--- src/shared/coe_pkg.sv ---
package coe_pkg;

	// ----------------------------------------------------------------
	// sizes
	// ----------------------------------------------------------------
	localparam int COE_AW      = 8;
	localparam int COE_DW      = 32;
	localparam int COE_MAX_OUT = 8;
	localparam int COE_DIV_W   = 4;
	localparam int COE_SEL_W   = 2;

	// ----------------------------------------------------------------
	// register byte offsets
	// ----------------------------------------------------------------
	localparam logic [7:0] COE_OFS_CTRL    = 8'h00;
	localparam logic [7:0] COE_OFS_PIN0MAP = 8'h04;
	localparam logic [7:0] COE_OFS_PIN1MAP = 8'h08;
	localparam logic [7:0] COE_OFS_REGEN   = 8'h0C;
	localparam logic [7:0] COE_OFS_PARK    = 8'h10;
	localparam logic [7:0] COE_OFS_LOOPSEL = 8'h14;
	localparam logic [7:0] COE_OFS_DIV     = 8'h18;
	localparam logic [7:0] COE_OFS_STATUS  = 8'h1C;

	// ----------------------------------------------------------------
	// field positions
	// ----------------------------------------------------------------
	localparam int COE_CTRL_LOL_OFF   = 0;
	localparam int COE_CTRL_XTAL_KEEP = 1;
	localparam int COE_CTRL_SYNC_MODE = 2;
	localparam int COE_CTRL_HARD_RST  = 3;
	localparam int COE_ST_RUN_LSB     = 0;
	localparam int COE_ST_WANT_LSB    = 8;
	localparam int COE_ST_XTAL_BIT    = 16;
	localparam int COE_ST_LOL_LSB     = 20;

	// ----------------------------------------------------------------
	// values after reset
	// ----------------------------------------------------------------
	localparam logic [2:0]  COE_CTRL_RST    = 3'h4;
	localparam logic [7:0]  COE_PIN0MAP_RST = 8'hFF;
	localparam logic [7:0]  COE_PIN1MAP_RST = 8'h00;
	localparam logic [7:0]  COE_REGEN_RST   = 8'hFF;
	localparam logic [7:0]  COE_PARK_RST    = 8'h00;
	localparam logic [15:0] COE_LOOPSEL_RST = 16'h0000;
	localparam logic [31:0] COE_DIV_RST     = 32'h0000_0000;
	localparam logic        COE_SYNC_RST    = 1'b1;

	// ----------------------------------------------------------------
	// output driver states
	// ----------------------------------------------------------------
	typedef enum logic [2:0] {
		COE_ST_OFF   = 3'b001,
		COE_ST_RUN   = 3'b010,
		COE_ST_DRAIN = 3'b100
	} coe_out_st_t;

endpackage

--- src/rtl/coe_out_div.sv ---
module coe_out_div (
	// clock and reset
	input  wire logic                          clk,
	input  wire logic                          rst_n,
	input  wire logic                          div_rst,
	// configuration
	input  wire logic [coe_pkg::COE_DIV_W-1:0] half_cfg,
	input  wire logic                          sync_mode,
	input  wire logic                          park_lvl,
	input  wire logic                          want_on,
	// results
	output logic                               clk_out,
	output logic                               running
);
	import coe_pkg::*;

	// ----------------------------------------------------------------
	// divider
	// ----------------------------------------------------------------
	logic [COE_DIV_W-1:0] cnt_r;
	logic [COE_DIV_W-1:0] cnt_nxt;
	logic                 ph_r;
	logic                 ph_nxt;
	logic                 out_r;
	logic                 out_nxt;
	coe_out_st_t          st_r;
	coe_out_st_t          st_nxt;

	// a shortened half setting ends the running half at once, never a long wrap
	wire tick       = (cnt_r >= half_cfg);
	wire period_end = tick & ph_r;

	// held at zero phase so every output restarts aligned
	assign cnt_nxt = (div_rst | tick) ? '0 : cnt_r + 1'b1;
	assign ph_nxt  = div_rst ? 1'b0 : (tick ? ~ph_r : ph_r);

	// ----------------------------------------------------------------
	// enable state
	// ----------------------------------------------------------------
	always_comb begin
		st_nxt = st_r;
		case (st_r)
			COE_ST_OFF: begin
				// in sync mode start only on a period boundary, so no short first pulse
				if (want_on && (!sync_mode || period_end))
					st_nxt = COE_ST_RUN;
			end
			COE_ST_RUN: begin
				if (!want_on) begin
					if (!sync_mode || period_end)
						st_nxt = COE_ST_OFF;
					else
						st_nxt = COE_ST_DRAIN;
				end
			end
			COE_ST_DRAIN: begin
				if (want_on)
					st_nxt = COE_ST_RUN;
				else if (period_end || !sync_mode)
					st_nxt = COE_ST_OFF;
			end
			default: st_nxt = COE_ST_OFF;
		endcase
	end

	assign out_nxt = (st_nxt == COE_ST_OFF) ? park_lvl : ph_nxt;

	always_ff @(posedge clk or negedge rst_n) begin
		if (!rst_n) begin
			cnt_r <= '0;
			ph_r  <= 1'b0;
			st_r  <= COE_ST_OFF;
			out_r <= 1'b0;
		end else begin
			cnt_r <= cnt_nxt;
			ph_r  <= ph_nxt;
			st_r  <= st_nxt;
			out_r <= out_nxt;
		end
	end

	assign clk_out = out_r;
	assign running = (st_r != COE_ST_OFF);

endmodule // coe_out_div

--- src/rtl/coe_top.sv ---
module coe_top #(
	parameter int NUM_OUT  = 4,
	parameter int NUM_LOOP = 2
) (
	// clock and reset
	input  wire logic                         SYS_CLK,
	input  wire logic                         ARST_N,
	// apb slave
	input  wire logic                         PSEL,
	input  wire logic                         PENABLE,
	input  wire logic                         PWRITE,
	input  wire logic [coe_pkg::COE_AW-1:0]   PADDR,
	input  wire logic [coe_pkg::COE_DW-1:0]   PWDATA,
	output logic      [coe_pkg::COE_DW-1:0]   PRDATA,
	output logic                              PREADY,
	output logic                              PSLVERR,
	// pins from the board
	input  wire logic                         OUTPUT_ENABLE_PIN_0_N,
	input  wire logic                         OUTPUT_ENABLE_PIN_1_N,
	input  wire logic                         RESET_PIN_N,
	// fault alarms from the loops and oscillator
	input  wire logic [NUM_LOOP-1:0]          LOSS_OF_LOCK,
	input  wire logic                         REFERENCE_CRYSTAL_LOSS,
	// power-up image from the nonvolatile store
	input  wire logic                         NONVOLATILE_STORE_VALID,
	input  wire logic [NUM_OUT-1:0]           NONVOLATILE_STORE_MAP0,
	input  wire logic [NUM_OUT-1:0]           NONVOLATILE_STORE_MAP1,
	// clock outputs
	output logic      [NUM_OUT-1:0]           CLOCK_OUTPUT_N
);
	import coe_pkg::*;

	// ----------------------------------------------------------------
	// reset release
	// ----------------------------------------------------------------
	logic rst_s1_r;
	logic rst_s2_r;

	always_ff @(posedge SYS_CLK or negedge ARST_N) begin
		if (!ARST_N) begin
			rst_s1_r <= 1'b0;
			rst_s2_r <= 1'b0;
		end else begin
			rst_s1_r <= 1'b1;
			rst_s2_r <= rst_s1_r;
		end
	end

	wire rst_n = rst_s2_r;

	// ----------------------------------------------------------------
	// pin synchronisers
	// ----------------------------------------------------------------
	localparam int SW = NUM_LOOP + 4;

	logic [SW-1:0] pin_s1_r;
	logic [SW-1:0] pin_s2_r;

	wire [SW-1:0] pin_raw = {RESET_PIN_N, REFERENCE_CRYSTAL_LOSS,
		OUTPUT_ENABLE_PIN_1_N, OUTPUT_ENABLE_PIN_0_N, LOSS_OF_LOCK};

	always_ff @(posedge SYS_CLK or negedge rst_n) begin
		if (!rst_n) begin
			pin_s1_r <= {SW{COE_SYNC_RST}};
			pin_s2_r <= {SW{COE_SYNC_RST}};
		end else begin
			pin_s1_r <= pin_raw;
			pin_s2_r <= pin_s1_r;
		end
	end

	wire [NUM_LOOP-1:0] lol_s     = pin_s2_r[NUM_LOOP-1:0];
	wire                oe0_n_s   = pin_s2_r[NUM_LOOP];
	wire                oe1_n_s   = pin_s2_r[NUM_LOOP+1];
	wire                xtal_s    = pin_s2_r[NUM_LOOP+2];
	wire                rstpin_n_s = pin_s2_r[NUM_LOOP+3];

	// ----------------------------------------------------------------
	// apb decode
	// ----------------------------------------------------------------
	wire setup_ph = PSEL & ~PENABLE;
	wire access_ph = PSEL & PENABLE;
	wire wr_en    = access_ph & PWRITE;

	wire hit_ctrl    = (PADDR == COE_OFS_CTRL);
	wire hit_pin0map = (PADDR == COE_OFS_PIN0MAP);
	wire hit_pin1map = (PADDR == COE_OFS_PIN1MAP);
	wire hit_regen   = (PADDR == COE_OFS_REGEN);
	wire hit_park    = (PADDR == COE_OFS_PARK);
	wire hit_loopsel = (PADDR == COE_OFS_LOOPSEL);
	wire hit_div     = (PADDR == COE_OFS_DIV);
	wire hit_status  = (PADDR == COE_OFS_STATUS);

	wire mapped = hit_ctrl | hit_pin0map | hit_pin1map | hit_regen |
		hit_park | hit_loopsel | hit_div | hit_status;

	// zero wait states; unmapped addresses answer with an error
	assign PREADY  = 1'b1;
	assign PSLVERR = access_ph & ~mapped;

	// ----------------------------------------------------------------
	// write strobes
	// ----------------------------------------------------------------
	// status has no strobe: writes there are dropped without error
	wire wr_ctrl    = wr_en & hit_ctrl;
	wire wr_pin0map = wr_en & hit_pin0map;
	wire wr_pin1map = wr_en & hit_pin1map;
	wire wr_regen   = wr_en & hit_regen;
	wire wr_park    = wr_en & hit_park;
	wire wr_loopsel = wr_en & hit_loopsel;
	wire wr_div     = wr_en & hit_div;

	// ----------------------------------------------------------------
	// configuration registers
	// ----------------------------------------------------------------
	logic [2:0]                   ctrl_r;
	logic                         hard_rst_r;
	logic [NUM_OUT-1:0]           map0_r;
	logic [NUM_OUT-1:0]           map1_r;
	logic [NUM_OUT-1:0]           regen_r;
	logic [NUM_OUT-1:0]           park_r;
	logic [NUM_OUT*COE_SEL_W-1:0] loopsel_r;
	logic [NUM_OUT*COE_DIV_W-1:0] div_r;
	logic                         nv_done_r;

	// the store image is applied once, on the first cycle after release
	wire nv_load = ~nv_done_r & NONVOLATILE_STORE_VALID;

	always_ff @(posedge SYS_CLK or negedge rst_n) begin
		if (!rst_n)
			nv_done_r <= 1'b0;
		else
			nv_done_r <= 1'b1;
	end

	// store image outranks a bus write in its single cycle
	always_ff @(posedge SYS_CLK or negedge rst_n) begin
		if (!rst_n)
			map0_r <= COE_PIN0MAP_RST[NUM_OUT-1:0];
		else if (nv_load)
			map0_r <= NONVOLATILE_STORE_MAP0;
		else if (wr_pin0map)
			map0_r <= PWDATA[NUM_OUT-1:0];
	end

	always_ff @(posedge SYS_CLK or negedge rst_n) begin
		if (!rst_n)
			map1_r <= COE_PIN1MAP_RST[NUM_OUT-1:0];
		else if (nv_load)
			map1_r <= NONVOLATILE_STORE_MAP1;
		else if (wr_pin1map)
			map1_r <= PWDATA[NUM_OUT-1:0];
	end

	always_ff @(posedge SYS_CLK or negedge rst_n) begin
		if (!rst_n)
			ctrl_r <= COE_CTRL_RST;
		else if (wr_ctrl)
			ctrl_r <= PWDATA[2:0];
	end

	always_ff @(posedge SYS_CLK or negedge rst_n) begin
		if (!rst_n)
			regen_r <= COE_REGEN_RST[NUM_OUT-1:0];
		else if (wr_regen)
			regen_r <= PWDATA[NUM_OUT-1:0];
	end

	always_ff @(posedge SYS_CLK or negedge rst_n) begin
		if (!rst_n)
			park_r <= COE_PARK_RST[NUM_OUT-1:0];
		else if (wr_park)
			park_r <= PWDATA[NUM_OUT-1:0];
	end

	always_ff @(posedge SYS_CLK or negedge rst_n) begin
		if (!rst_n)
			loopsel_r <= COE_LOOPSEL_RST[NUM_OUT*COE_SEL_W-1:0];
		else if (wr_loopsel)
			loopsel_r <= PWDATA[NUM_OUT*COE_SEL_W-1:0];
	end

	always_ff @(posedge SYS_CLK or negedge rst_n) begin
		if (!rst_n)
			div_r <= COE_DIV_RST[NUM_OUT*COE_DIV_W-1:0];
		else if (wr_div)
			div_r <= PWDATA[NUM_OUT*COE_DIV_W-1:0];
	end

	// hard reset bit reads back zero; it lives for one cycle only
	always_ff @(posedge SYS_CLK or negedge rst_n) begin
		if (!rst_n)
			hard_rst_r <= 1'b0;
		else
			hard_rst_r <= wr_ctrl & PWDATA[COE_CTRL_HARD_RST];
	end

	wire lol_off_en = ctrl_r[COE_CTRL_LOL_OFF];
	wire xtal_keep  = ctrl_r[COE_CTRL_XTAL_KEEP];
	wire sync_mode  = ctrl_r[COE_CTRL_SYNC_MODE];
	wire div_rst    = hard_rst_r | ~rstpin_n_s;

	// ----------------------------------------------------------------
	// per-output gating and drivers
	// ----------------------------------------------------------------
	logic [3:0]         lol_pad;
	logic [NUM_OUT-1:0] want_on;
	logic [NUM_OUT-1:0] running;

	always_comb begin
		lol_pad = '0;
		lol_pad[NUM_LOOP-1:0] = lol_s;
	end

	// crystal alarm blocks every output unless software chose to ride it out
	wire xtal_off = xtal_s & ~xtal_keep;

	genvar gi;
	generate
		for (gi = 0; gi < NUM_OUT; gi++) begin : g_out
			wire [COE_SEL_W-1:0] sel = loopsel_r[gi*COE_SEL_W +: COE_SEL_W];

			// low on a pin means run; an unmapped pin never blocks
			wire pin0_ok = ~map0_r[gi] | ~oe0_n_s;
			wire pin1_ok = ~map1_r[gi] | ~oe1_n_s;
			wire lol_off = lol_off_en & lol_pad[sel];

			assign want_on[gi] = pin0_ok & pin1_ok & regen_r[gi] & ~lol_off & ~xtal_off;

			coe_out_div u_div (
				.clk       (SYS_CLK),
				.rst_n     (rst_n),
				.div_rst   (div_rst),
				.half_cfg  (div_r[gi*COE_DIV_W +: COE_DIV_W]),
				.sync_mode (sync_mode),
				.park_lvl  (park_r[gi]),
				.want_on   (want_on[gi]),
				.clk_out   (CLOCK_OUTPUT_N[gi]),
				.running   (running[gi])
			);
		end
	endgenerate

	// ----------------------------------------------------------------
	// read path
	// ----------------------------------------------------------------
	logic [COE_DW-1:0] status_w;
	logic [COE_DW-1:0] rd_mux;
	logic [COE_DW-1:0] prdata_r;

	always_comb begin
		status_w = '0;
		status_w[COE_ST_RUN_LSB +: NUM_OUT]   = running;
		status_w[COE_ST_WANT_LSB +: NUM_OUT]  = want_on;
		status_w[COE_ST_XTAL_BIT]             = xtal_s;
		status_w[COE_ST_LOL_LSB +: NUM_LOOP]  = lol_s;
	end

	always_comb begin
		rd_mux = '0;
		if (hit_ctrl)
			rd_mux[2:0] = ctrl_r;
		if (hit_pin0map)
			rd_mux[NUM_OUT-1:0] = map0_r;
		if (hit_pin1map)
			rd_mux[NUM_OUT-1:0] = map1_r;
		if (hit_regen)
			rd_mux[NUM_OUT-1:0] = regen_r;
		if (hit_park)
			rd_mux[NUM_OUT-1:0] = park_r;
		if (hit_loopsel)
			rd_mux[NUM_OUT*COE_SEL_W-1:0] = loopsel_r;
		if (hit_div)
			rd_mux[NUM_OUT*COE_DIV_W-1:0] = div_r;
		if (hit_status)
			rd_mux = status_w;
	end

	// sampled in the setup cycle so the access phase needs no wait
	always_ff @(posedge SYS_CLK or negedge rst_n) begin
		if (!rst_n)
			prdata_r <= '0;
		else if (setup_ph & ~PWRITE)
			prdata_r <= rd_mux;
	end

	assign PRDATA = prdata_r;

endmodule // coe_top

--- config.mk ---
export PLATFORM = sky130hd
export DESIGN_NAME = coe_top
export DESIGN_NICKNAME = d
export VERILOG_FILES = /design/src/shared/coe_pkg.sv /design/src/rtl/coe_out_div.sv /design/src/rtl/coe_top.sv
export SDC_FILE = /design/constraint.sdc
export NUM_CORES = 1
export LEC_CHECK = 0
export BUFFER_PORTS_ARGS = -buffer_cell sky130_fd_sc_hd__buf_2
export CORE_ASPECT_RATIO = 0.6
export CORE_UTILIZATION = 56
export DETAILED_ROUTE_END_ITERATION = 12
export PLACE_DENSITY = 0.8
export SYNTH_ARGS = -nofsm -noshare
export SYNTH_HDL_FRONTEND = slang
export SYNTH_HIERARCHICAL = 1
export SYNTH_SLANG_ARGS = --single-unit
--- constraint.sdc ---
create_clock -name SYS_CLK -period 3.6 [get_ports SYS_CLK]
set_input_delay 0 -clock SYS_CLK [delete_from_list [all_inputs] [get_ports SYS_CLK]]
set_output_delay 0 -clock SYS_CLK [all_outputs]
set_load 0.01 [all_outputs]
==> impl_metrics.json <==
{
  "yosysWarnings": 6,
  "numCtsBuffers": 17,
  "wl_met1_mm": 6.24,
  "synth_ff_type": "dfrtp_1",
  "synthToLayoutAreaGrowth_pct": 25.5,
  "grt_setup_unrepaired": "no",
  "dp.cells": 696,
  "top_layer": "met4",
  "power_density_nw_per_um2": 479,
  "path_delay_family": "simple AND/OR/NAND/NOR gates",
  "vias_per_cell": 5.72,
  "critPathMaxFanout": 4,
  "drtAntennaViolNets": 0,
  "hold_class": "in -> reg",
  "wl_mm": 14.4,
  "worstSetupPathType": "reg -> reg",
  "fin_setup_tns_ps": 0,
  "vias": 4378,
  "final-max-slew-violation-count": 0,
  "dr.pass1.iters": 7,
  "dieArea_sq_um": 10500,
  "fillCellCount": 606,
  "final-setup-viol-count": 0,
  "max_freq_mhz": 351,
  "die_width_um": 131,
  "syn_area_per_cell_sq_um": 11.1,
  "fp.dieH_um": 79.7,
  "drc_errors": 0,
  "min_period_over_period_pct": 79.0,
  "cts_tree": "yes",
  "h-tree-depth": 4,
  "yosysSeqAreaShare_pct": 51.2,
  "synth_cell_types": 58,
  "synth-seq-cells": 114,
  "cts_buffer_depth": 2,
  "root_buffer": "clkbuf_16",
  "run_status": "completed",
  "critPathCaptureType": "register",
  "gp_congestion": 0.927,
  "clock-sinks": 114,
  "initial_core_util_pct": 59.5,
  "max_slew.worst_pin.slew_ps": 903,
  "synthCells": 506,
  "insertion_delay_ps": 420,
  "critPathMaxStageDelay_ps": 400,
  "critPathLaunchType": "register",
  "fin_nets": 706,
  "dp_hpwl_mm": 9.24,
  "overflow": 0,
  "grt_pass1_wl_mm": 22.9,
  "grt_usage_pct": 29.9,
  "final_cell_mix": "dfrtp_1 (88), buf_2 (67), nand2_1 (49)",
  "drt_iter0_markers": 413,
  "place_area_sq_um": 6070,
  "coreArea_sq_um": 9460,
  "io_pins": 98,
  "cp_cell_sequence": "inv_1 -> ha_1 -> nand2b_1 -> a211oi_1 -> nor2_1 -> or2_1 -> ha_1 -> nand2b_1 -> nor2b_1 -> o22a_4 -> mux2_4",
  "crit_arrival_ps": 3140,
  "post_cts_resized": 0,
  "final-hold-violation-count": 0,
  "peakVddDrop_mv": 0.609,
  "grt_pass1_vias": 4351,
  "slew_headroom_pct": 39.6,
  "n_antenna_cell": 0,
  "final-instance-count-excl-fill": 765,
  "rows": 27,
  "synth_area_sq_um": 5630,
  "antenna_found_initial": 0,
  "drive_above_1_share_pct": 28.8,
  "crit_required_ps": 3900,
  "async_reset_ff_share_pct": 100,
  "post-cts-setup-buffers": 0,
  "leakage_nw": 3.34,
  "route.met3.wl_mm": 1.33,
  "layout_min_cycle_time_ps": 2850,
  "cap_violations": 0,
  "total_power_mw": 3.38,
  "layout_commonest_cell": "dfrtp_1",
  "met2WireLength_mm": 6.47,
  "wl_per_cell_um": 18.9,
  "finClkSkew_ps": 8.63,
  "critPathSlowestCell": "dfrtp_1",
  "final_core_util_pct": 74.7,
  "synth_edf_count": 0,
  "portBuffers": 67,
  "cts.clk_slew.worst_paths_ps": 50,
  "grt_max_degree": 66,
  "design_area_sq_um": 7070,
  "crit_buf_inv": 1
}
## kinds of logic (layout without fill, tap and decap cells)
logic type / Yosys count / count (layout) / share of synthesized area, %
flip-flops: 114 / 114 / 51.2
other: 2 / 16 / 0.133
AND/OR/NAND/NOR: 167 / 167 / 16.0
AO/OA/AOI/OAI: 84 / 84 / 10.6
XOR/XNOR: 12 / 12 / 1.87
buffers and inverters: 54 / 169 / 4.80
adder cells (fa/ha/maj): 24 / 24 / 5.33
multiplexers: 49 / 49 / 10.1
## flip-flops by register name, indices dropped and copies added, names as in the netlist, 6 cells and up
name	count
g_out.u_div/cnt_r	16
PRDATA	19
g_out.u_div/st_r	12
loopsel_r	8
pin_s1_r	6
div_r	16
pin_s2_r	6
## worst paths after layout
check | from | end | slack [ps] | cells after the start
worst max-delay path | g_out[1].u_div/cnt_r[0] | g_out[1].u_div/clk_out | 750 | 11
max in group asynchronous | rst_n | g_out[3].u_div/st_r[0] | 2380 | 1
worst max register to register | g_out[1].u_div/cnt_r[0] | g_out[1].u_div/clk_out | 750 | 11
worst min-delay path | PADDR[4] | PRDATA[0] | 120 | 5
min in group asynchronous | rst_n | div_r[4] | 430 | 0
worst min register to register | pin_s1_r[3] | pin_s2_r[3] | 350 | 0
## cells in the mapped netlist (all sizes together) (5+ instances only)
cell type	instances	area share (%)
mux2	39	8.1
dfstp	25	12
nor3b	9	1.2
nand3	12	1.4
o21ai	24	2.1
a21oi	11	0.98
inv	29	1.9
nor3	7	0.71
o211ai	5	0.67
nor2	39	2.7
nor2b	11	1.2
dfrtp	89	40
nand2b	16	1.8
a22o	7	1.1
buf	20	2.5
clkbuf	5	0.33
nand2	49	3.3
mux2i	9	1.6
nand4	5	0.56
xor2	8	1.2
ha	24	5.3
a22oi	8	1.1
o21a	10	1.3
## stage by stage
stage,setup slack [ps],hold slack [ps]
detailed placement,845,-208
CTS,812,85.5
global placement,938,-215
finish,755,116
floorplan,233,-296
global route,591,129
## timing repair
| item | in CTS | in global routing |
|---|---|---|
| hold endpoints to repair | 48 | 0 |
| hold buffers | 37 | 0 |
| setup endpoints to repair | 0 | 0 |
## report_power, final
group	switching, mW	internal, mW
Sequential	0.0444	1.33
Clock	0.585	1.21
Combinational	0.117	0.0993
## routing by layer
layer  global-route usage (%)  up-vias
met5                        0        -
met3                     9.59       42
li1                         -     1975
met2                     45.0      224
met1                     39.7     2137
met4                     13.3        0
## area by class of cell
class / instances / area, sq um / area share [%]
flip-flops and latches: 114 / 2890 / 40.9
clock inverters: 10 / 155 / 2.20
multi-input cells: 352 / 2530 / 35.8
clock buffers: 22 / 474 / 6.71
inverters: 29 / 109 / 1.54
well taps: 130 / 163 / 2.30
repair buffers: 108 / 748 / 10.6
## worst register-to-register path: stages (launching register included)
cell and delay, ps:
dfrtp_1 400, inv_1 60, ha_1 270, nand2b_1 150
a211oi_1 350, nor2_1 120, or2_1 300, ha_1 200
nand2b_1 180, nor2b_1 160, o22a_4 250, mux2_4 290
(Power assumes the default switching activity.)
